[src/bsf_pkg.sv]
// Package for the bit, shift and flag instruction unit.
// Assumes a single core clock and an 8-bit data path.
package bsf_pkg;

    localparam int DATA_W = 8;
    localparam int IDX_W  = 3;
    localparam int IOA_W  = 6;
    localparam int OP_W   = 5;

    // Status register bit positions
    localparam int FLAG_C = 0;
    localparam int FLAG_Z = 1;
    localparam int FLAG_N = 2;
    localparam int FLAG_V = 3;
    localparam int FLAG_S = 4;
    localparam int FLAG_H = 5;
    localparam int FLAG_T = 6;
    localparam int FLAG_I = 7;

    // Reset values
    localparam logic [7:0] STATUS_RST = 8'h00;
    localparam logic [7:0] DATA_RST   = 8'h00;

    // Cycle counts
    localparam int IO_BIT_CYCLES = 2;
    localparam int ONE_CYCLE     = 1;

    // Operation codes from the decoder
    typedef enum logic [4:0] {
        BSF_NOP                       = 5'h00,
        BSF_IO_BIT_SET_OP             = 5'h01,
        BSF_IO_BIT_CLEAR_OP           = 5'h02,
        BSF_LOGICAL_LEFT_SHIFT_OP     = 5'h03,
        BSF_LOGICAL_RIGHT_SHIFT_OP    = 5'h04,
        BSF_ROTATE_LEFT_CARRY_OP      = 5'h05,
        BSF_ROTATE_RIGHT_CARRY_OP     = 5'h06,
        BSF_ARITH_RIGHT_SHIFT_OP      = 5'h07,
        BSF_NIBBLE_SWAP_OP            = 5'h08,
        BSF_FLAG_SET_GENERIC_OP       = 5'h09,
        BSF_FLAG_CLEAR_GENERIC_OP     = 5'h0A,
        BSF_BIT_TO_TRANSFER_FLAG_OP   = 5'h0B,
        BSF_TRANSFER_FLAG_TO_BIT_OP   = 5'h0C,
        BSF_CARRY_SET_OP              = 5'h0D,
        BSF_CARRY_CLEAR_OP            = 5'h0E,
        BSF_NEGATIVE_SET_OP           = 5'h0F,
        BSF_NEGATIVE_CLEAR_OP         = 5'h10,
        BSF_ZERO_SET_OP               = 5'h11
    } bsf_op_e;

    // I/O bit sequencer states
    typedef enum logic [1:0] {
        BSF_IO_IDLE  = 2'b00,
        BSF_IO_READ  = 2'b01,
        BSF_IO_WRITE = 2'b10
    } bsf_io_state_e;

endpackage

[src/bsf_shifter.sv]
// Combinational shift, rotate and swap unit with flag results.
// Assumes operands and carry are stable from the caller's registers.
`timescale 1ns/10ps
module bsf_shifter
    import bsf_pkg::*;
(
    input  wire logic [4:0] op_in,
    input  wire logic [7:0] operand_in,
    input  wire logic       carry_in,
    output logic      [7:0] result_out,
    output logic            carry_out,
    output logic            zero_out,
    output logic            neg_out,
    output logic            ovf_out,
    output logic            flags_upd_out
);
    import bsf_pkg::*;

    always_comb begin
        result_out    = operand_in;
        carry_out     = carry_in;
        flags_upd_out = 1'b1;
        unique case (bsf_op_e'(op_in))
            BSF_LOGICAL_LEFT_SHIFT_OP: begin
                result_out = {operand_in[6:0], 1'b0};
                carry_out  = operand_in[7];
            end
            BSF_LOGICAL_RIGHT_SHIFT_OP: begin
                result_out = {1'b0, operand_in[7:1]};
                carry_out  = operand_in[0];
            end
            BSF_ROTATE_LEFT_CARRY_OP: begin
                result_out = {operand_in[6:0], carry_in};
                carry_out  = operand_in[7];
            end
            BSF_ROTATE_RIGHT_CARRY_OP: begin
                result_out = {carry_in, operand_in[7:1]};
                carry_out  = operand_in[0];
            end
            BSF_ARITH_RIGHT_SHIFT_OP: begin
                result_out = {operand_in[7], operand_in[7:1]};
                carry_out  = operand_in[0];
            end
            BSF_NIBBLE_SWAP_OP: begin
                result_out    = {operand_in[3:0], operand_in[7:4]};
                flags_upd_out = 1'b0;
            end
            default: begin
                flags_upd_out = 1'b0;
            end
        endcase
        zero_out = (result_out == 8'h00);
        neg_out  = result_out[7];
        ovf_out  = result_out[7] ^ carry_out;
    end

endmodule

[src/bsf_unit.sv]
// Bit, shift and flag instruction execution unit.
// Assumes a decoder issues one operation strobe when busy_out and io_we_out are low,
// and an I/O space that answers a read in the same cycle that io_re_out is high.
// How it works
// - Set-I/O-bit forces the chosen I/O bit to one, keeps flags, and takes two cycles.
// - Clear-I/O-bit forces the chosen I/O bit to zero, keeps flags, and takes two cycles.
// - Logical left shift moves bits up, fills bit 0 with zero, and sets Z, C, N, V in one cycle.
// - Logical right shift moves bits down, fills bit 7 with zero, and sets Z, C, N, V in one cycle.
// - Rotate left puts old carry in bit 0 and old bit 7 in carry, and sets Z, N, V.
// - Rotate right puts old carry in bit 7 and old bit 0 in carry, and sets Z, N, V.
// - Arithmetic right shift keeps bit 7, shifts the rest down, and sets Z, C, N, V in one cycle.
// - Nibble swap exchanges the two halves in one cycle and leaves flags alone.
// - Generic flag set and clear write one or zero to the indexed status bit in one cycle.
// - Bit store copies the chosen source bit into the transfer flag in one cycle, nothing else.
// - Bit load copies the transfer flag into the chosen destination bit in one cycle.
// - Carry set and clear write carry only, in one cycle.
// - Negative set and clear write the negative flag only, in one cycle.
// - Zero set writes one to the zero flag only, in one cycle.
`timescale 1ns/10ps
module bsf_unit
    import bsf_pkg::*;
#(
    parameter int DATA_WIDTH = 8,
    parameter int IO_ADDR_WIDTH = 6
)
(
    input  wire logic                           clk_in,
    input  wire logic                           nrst_in,
    input  wire logic                           op_valid_in,
    input  wire logic [bsf_pkg::OP_W-1:0]       op_code_in,
    input  wire logic [bsf_pkg::IDX_W-1:0]      bit_index_in,
    input  wire logic [bsf_pkg::IDX_W-1:0]      flag_index_in,
    input  wire logic [4:0]                     dest_reg_in,
    input  wire logic [bsf_pkg::DATA_W-1:0]     dest_data_in,
    input  wire logic [bsf_pkg::DATA_W-1:0]     source_register_in,
    input  wire logic [bsf_pkg::IOA_W-1:0]      io_addr_in,
    input  wire logic [bsf_pkg::DATA_W-1:0]     io_rdata_in,
    output logic      [bsf_pkg::DATA_W-1:0]     status_register_out,
    output logic                                reg_we_out,
    output logic      [4:0]                     reg_addr_out,
    output logic      [bsf_pkg::DATA_W-1:0]     reg_wdata_out,
    output logic                                io_re_out,
    output logic                                io_we_out,
    output logic      [bsf_pkg::IOA_W-1:0]      io_addr_out,
    output logic      [bsf_pkg::DATA_W-1:0]     io_wdata_out,
    output logic                                busy_out,
    output logic                                done_out
);
    import bsf_pkg::*;

    initial begin
        if (DATA_WIDTH != DATA_W || IO_ADDR_WIDTH != IOA_W) begin
            $error("bsf_unit: only 8-bit data and 6-bit I/O address are supported");
        end
    end

    logic [7:0]    status_q;
    bsf_io_state_e io_state_q;
    logic [2:0]    io_bit_q;
    logic          io_set_q;
    logic [7:0]    bit_mask;
    logic [7:0]    flag_mask;
    logic [7:0]    io_mod;
    logic [7:0]    sh_result;
    logic          sh_carry;
    logic          sh_zero;
    logic          sh_neg;
    logic          sh_ovf;
    logic          sh_upd;
    logic          accept;
    bsf_op_e       op;

    assign op        = bsf_op_e'(op_code_in);
    assign accept    = op_valid_in && (io_state_q == BSF_IO_IDLE);
    assign bit_mask  = 8'h01 << bit_index_in;
    assign flag_mask = 8'h01 << flag_index_in;
    assign io_mod    = io_set_q ? (io_rdata_in | (8'h01 << io_bit_q))
                                : (io_rdata_in & ~(8'h01 << io_bit_q));

    bsf_shifter u_shifter (
        .op_in         (op_code_in),
        .operand_in    (dest_data_in),
        .carry_in      (status_q[FLAG_C]),
        .result_out    (sh_result),
        .carry_out     (sh_carry),
        .zero_out      (sh_zero),
        .neg_out       (sh_neg),
        .ovf_out       (sh_ovf),
        .flags_upd_out (sh_upd)
    );

    // Status register updates
    always_ff @(posedge clk_in or negedge nrst_in) begin
        if (!nrst_in) begin
            status_q <= STATUS_RST;
        end else if (accept) begin
            if (sh_upd) begin
                status_q[FLAG_C] <= sh_carry;
                status_q[FLAG_Z] <= sh_zero;
                status_q[FLAG_N] <= sh_neg;
                status_q[FLAG_V] <= sh_ovf;
            end
            unique case (op)
                BSF_FLAG_SET_GENERIC_OP: status_q <= status_q | flag_mask;
                BSF_FLAG_CLEAR_GENERIC_OP: status_q <= status_q & ~flag_mask;
                BSF_BIT_TO_TRANSFER_FLAG_OP: begin
                    status_q[FLAG_T] <= source_register_in[bit_index_in];
                end
                BSF_CARRY_SET_OP: status_q[FLAG_C] <= 1'b1;
                BSF_CARRY_CLEAR_OP: status_q[FLAG_C] <= 1'b0;
                BSF_NEGATIVE_SET_OP: status_q[FLAG_N] <= 1'b1;
                BSF_NEGATIVE_CLEAR_OP: status_q[FLAG_N] <= 1'b0;
                BSF_ZERO_SET_OP: status_q[FLAG_Z] <= 1'b1;
                default: begin
                end
            endcase
        end
    end

    always_ff @(posedge clk_in or negedge nrst_in) begin
        if (!nrst_in) begin
            status_register_out <= STATUS_RST;
        end else begin
            status_register_out <= status_q;
        end
    end

    // Working register write-back
    always_ff @(posedge clk_in or negedge nrst_in) begin
        if (!nrst_in) begin
            reg_we_out    <= 1'b0;
            reg_addr_out  <= 5'h00;
            reg_wdata_out <= DATA_RST;
        end else begin
            reg_we_out <= 1'b0;
            if (accept) begin
                reg_addr_out <= dest_reg_in;
                if (sh_upd || op == BSF_NIBBLE_SWAP_OP) begin
                    reg_we_out    <= 1'b1;
                    reg_wdata_out <= sh_result;
                end else if (op == BSF_TRANSFER_FLAG_TO_BIT_OP) begin
                    reg_we_out    <= 1'b1;
                    reg_wdata_out <= status_q[FLAG_T] ? (dest_data_in | bit_mask)
                                                     : (dest_data_in & ~bit_mask);
                end
            end
        end
    end

    // Two-cycle I/O read-modify-write sequencer
    always_ff @(posedge clk_in or negedge nrst_in) begin
        if (!nrst_in) begin
            io_state_q   <= BSF_IO_IDLE;
            io_bit_q     <= 3'h0;
            io_set_q     <= 1'b0;
            io_re_out    <= 1'b0;
            io_we_out    <= 1'b0;
            io_addr_out  <= 6'h00;
            io_wdata_out <= DATA_RST;
            busy_out     <= 1'b0;
        end else begin
            io_re_out <= 1'b0;
            io_we_out <= 1'b0;
            unique case (io_state_q)
                BSF_IO_IDLE: begin
                    if (accept && (op == BSF_IO_BIT_SET_OP || op == BSF_IO_BIT_CLEAR_OP)) begin
                        io_state_q  <= BSF_IO_READ;
                        io_bit_q    <= bit_index_in;
                        io_set_q    <= (op == BSF_IO_BIT_SET_OP);
                        io_addr_out <= io_addr_in;
                        io_re_out   <= 1'b1;
                        busy_out    <= 1'b1;
                    end
                end
                BSF_IO_READ: begin
                    io_state_q   <= BSF_IO_WRITE;
                    io_we_out    <= 1'b1;
                    io_wdata_out <= io_mod;
                    busy_out     <= 1'b0;
                end
                BSF_IO_WRITE: begin
                    io_state_q <= BSF_IO_IDLE;
                end
                default: begin
                    io_state_q <= BSF_IO_IDLE;
                end
            endcase
        end
    end

    // Completion pulse
    always_ff @(posedge clk_in or negedge nrst_in) begin
        if (!nrst_in) begin
            done_out <= 1'b0;
        end else begin
            done_out <= (accept && op != BSF_NOP && op != BSF_IO_BIT_SET_OP
                         && op != BSF_IO_BIT_CLEAR_OP) || (io_state_q == BSF_IO_READ);
        end
    end

endmodule

[config.mk]
export PLATFORM = sky130hd
export DESIGN_NAME = bsf_unit
export DESIGN_NICKNAME = d
export VERILOG_FILES = /design/src/bsf_pkg.sv /design/src/bsf_shifter.sv /design/src/bsf_unit.sv
export SDC_FILE = /design/constraint.sdc
export NUM_CORES = 1
export LEC_CHECK = 0
export ABC_AREA = 1
export BUFFER_PORTS_ARGS = -buffer_cell sky130_fd_sc_hd__buf_4
export CAP_MARGIN = 20
export CELL_PAD_IN_SITES_DETAIL_PLACEMENT = 1
export CELL_PAD_IN_SITES_GLOBAL_PLACEMENT = 1
export CORE_MARGIN = 3
export CORE_UTILIZATION = 35
export DETAILED_ROUTE_END_ITERATION = 8
export PLACE_DENSITY = 0.84
export SLEW_MARGIN = 10
export SYNTH_ARGS = -nofsm -noshare
export SYNTH_HDL_FRONTEND = slang
export SYNTH_SLANG_ARGS = --single-unit
[constraint.sdc]
create_clock -name clk_in -period 1.65 [get_ports clk_in]
set_clock_uncertainty 0.1 [all_clocks]
set_input_delay 0.165 -clock clk_in [delete_from_list [all_inputs] [get_ports clk_in]]
set_output_delay 0.165 -clock clk_in [all_outputs]
set_load 0.01 [all_outputs]
==> flow_metrics.py <==
metrics = {
    "sta": {
        "worstMarginPinSlew_ns": 0.6904,
        "slew_headroom": 0.5397,
        "final_max_slew_viol_count": 0,
        "finalHoldWorstSlack_ns": 0.01220,
        "hold_violations": 0,
        "period_minus_slack_ns": 1.562,
        "setup_viol": 0,
        "clock.fmax_ghz": 0.6404,
        "fin_crit_sh": 0.9464,
        "rsz0062_at_grt": "true",
        "tns_ns": 0,
    },
    "yosys": {
        "synth_area_leader_cell": "dfrtp_1",
        "synth_nets": 455,
        "netlist_instances": 406,
        "yosysTopAreaCellShare": 0.4567,
        "synthMostInstantiatedCell": "nand2_1",
        "async_flop_share": 1.000,
        "ys_seq_area_frac": 0.4567,
        "syn_area_per_cell_sq_um": 7.288,
        "synth_area_sq_um": 2959,
        "ys_seq_elements": 54,
        "ys.flop_type": "dfrtp_1",
        "ys_types": 27,
        "ys_warn_count": 0,
        "synth_edf_count": 0,
        "synth_common_cells": "120 x nand2_1, 54 x dfrtp_1, 43 x nor2_1",
        "synth.area.top_cells": "dfrtp_1 46%, nand2_1 15%, nand3_1 6.3%",
    },
    "critical_path": {
        "crit_path_end_kind": "flip-flop",
        "worstPathRequired_ns": 1.71,
        "r2r_setup_slack_ns": 0.09,
        "start_kind": "flip-flop",
        "crit_type": "flip-flop to flip-flop",
        "crit_start": "io_state_q[1]",
        "reg2reg_to": "status_q[6]",
        "r2r_cells": 5,
        "cp_max_fo": 5,
        "setup.worst_path.end": "status_q[6]",
        "r2r-start": "io_state_q[1]",
        "critPathArrivalTime_ns": 1.63,
    },
    "outcome": {
        "status": "complete, no violations",
    },
    "clocking": {
        "cts_max_path_buffers": 2,
        "cts_root_buffer": "clkbuf_8",
        "clk_pin_slew_ns": 0.09,
        "h-tree-depth": 2,
        "clock_latency_ns": 0.31,
        "cts_tree": "done",
        "cts_sinks": 54,
        "numCtsBuffers": 5,
    },
    "cells_and_area": {
        "area.sequential_sq_um": 1351,
        "antenna_cells": 0,
        "final_nets": 584,
        "final_util": 0.5218,
        "syn2layout_area_growth_pct": 40.51,
        "layout-drive-gt1-share": 0.2598,
        "multiInputGateArea_sq_um": 1429,
        "fin_area_sq_um": 4158,
        "fillers": 1038,
    },
    "global_routing": {
        "grt_pass1_vias": 3411,
        "grt_max_degree": 55,
        "antenna_found_initial": 0,
        "overflow": 0,
        "grt_usage": 0.2141,
        "grt_pass1_wl_um": 16930,
    },
    "detailed_routing": {
        "vias_per_cell": 5.163,
        "firstDrtPassIters": 4,
        "dr.first_iter.drc_count": 146,
        "wl_um": 10110,
        "ant_nets": 0,
        "route.detailed.drc": 0,
        "wl_per_cell_um": 15.86,
        "num_vias": 3289,
    },
    "placed_design": {
        "dpl.hpwl_um": 7767,
        "portBuffers": 88,
        "place_congestion": 0.8969,
        "placed_cell_area_sq_um": 3933,
    },
    "floorplanning": {
        "die_height_um": 97.95,
        "die_w_um": 97.95,
        "pin_count": 89,
        "rows": 32,
        "start_util": 0.3714,
        "core-area_sq_um": 7968,
        "die_area_sq_um": 9594,
    },
    "power_and_ir_drop": {
        "irDropWorstVdd_mv": 0.3391,
        "power.density_nw_per_um2": 892.7,
        "power.leakage_uw": 0.002139,
    },
    "worst_hold_path": {
        "hold_class": "primary input to flip-flop",
    },
    "flow_run": {
        "max_cap_viol_count": 0,
    },
}
-- power breakdown --
group          leakage [uW]  switching (uW)  internal (uW)
clock network     0.0000362             448            291
logic               0.00145             645            565
registers          0.000655             171           1590
-- layout by cell type (no fill, tap or decap), types with 4 or more instances in the layout --
master	n
a21oi_1	24
a22oi_1	4
buf_4	117
clkbuf_8	5
dfrtp_1	54
dlygate4sd3_1	12
inv_1	33
nand2_1	120
nand3_1	37
nand4_1	8
nor2_1	41
nor3_1	15
o211ai_1	9
o21ai_0	27
-- critical path, stage by stage, from the launching register on --
cell       delay [ns]
dfrtp_1          0.39
nor2_1           0.11
nand2_1          0.11
buf_4            0.19
a2111oi_1        0.41
a22oi_1          0.12
-- cell families after synthesis --
family / Yosys count / synth area share
simple gates: 231 / 0.3366
compound gates: 73 / 0.1442
flops: 54 / 0.4567
buf+inv: 48 / 0.06258
-- state kept, by name (all words and copies together), names as in the netlist, 2 cells and up, named ones only --
| signal | count |
|---|---|
| io_wdata_out | 8 |
| reg_wdata_out | 8 |
| status_register_out | 8 |
| status_q | 7 |
| io_addr_out | 6 |
| reg_addr_out | 5 |
| io_bit_q | 3 |
| io_state_q | 2 |
-- through the flow --
stage               power [uW]  setup WS, ns  cells
detailed placement        2982      -0.09605    617
global placement          2925      -0.01483    617
finish                    3711       0.08836    637
floorplan                 2291        0.2068    406
CTS                       3761      0.001839    636
global route              3962      -0.02226    637
-- routing by layer --
metal | track usage | up-vias | part of all wire
met1 | 0.2806 | 1580 | 0.43
met4 | 0.06390 | 0 | 0.022
met3 | 0.03214 | 20 | 0.044
li1 | - | 1604 | -
met5 | 0 | - | 0
met2 | 0.3654 | 85 | 0.50
-- how the worst min path moves through the flow --
stage,from,depth (start not counted),endpoint
CTS,io_rdata_in[7],3,io_wdata_out[7]
detailed placement,nrst_in,1,io_wdata_out[5]
finish,io_rdata_in[0],3,io_wdata_out[0]
floorplan,nrst_in,0,asynchronous set/reset pin
global route,io_rdata_in[7],3,io_wdata_out[7]
global placement,nrst_in,1,io_wdata_out[5]
-- cell type report --
cell class	instances	area share
flip-flops and latches	54	0.3250
clock inverters	2	0.003611
well taps	102	0.03070
repair buffers	130	0.2429
multi-input cells	304	0.3437
inverters	40	0.03762
clock buffers	5	0.01655
-- timing repair --
action | 4_1_cts | 5_1_grt
hold endpoints to repair | 65 | 0
setup endpoints to repair | 0 | 12
resized for setup | 0 | 5
setup buffers | 0 | 1
hold buffers | 12 | 0
Power figures use the tool's default switching activity.
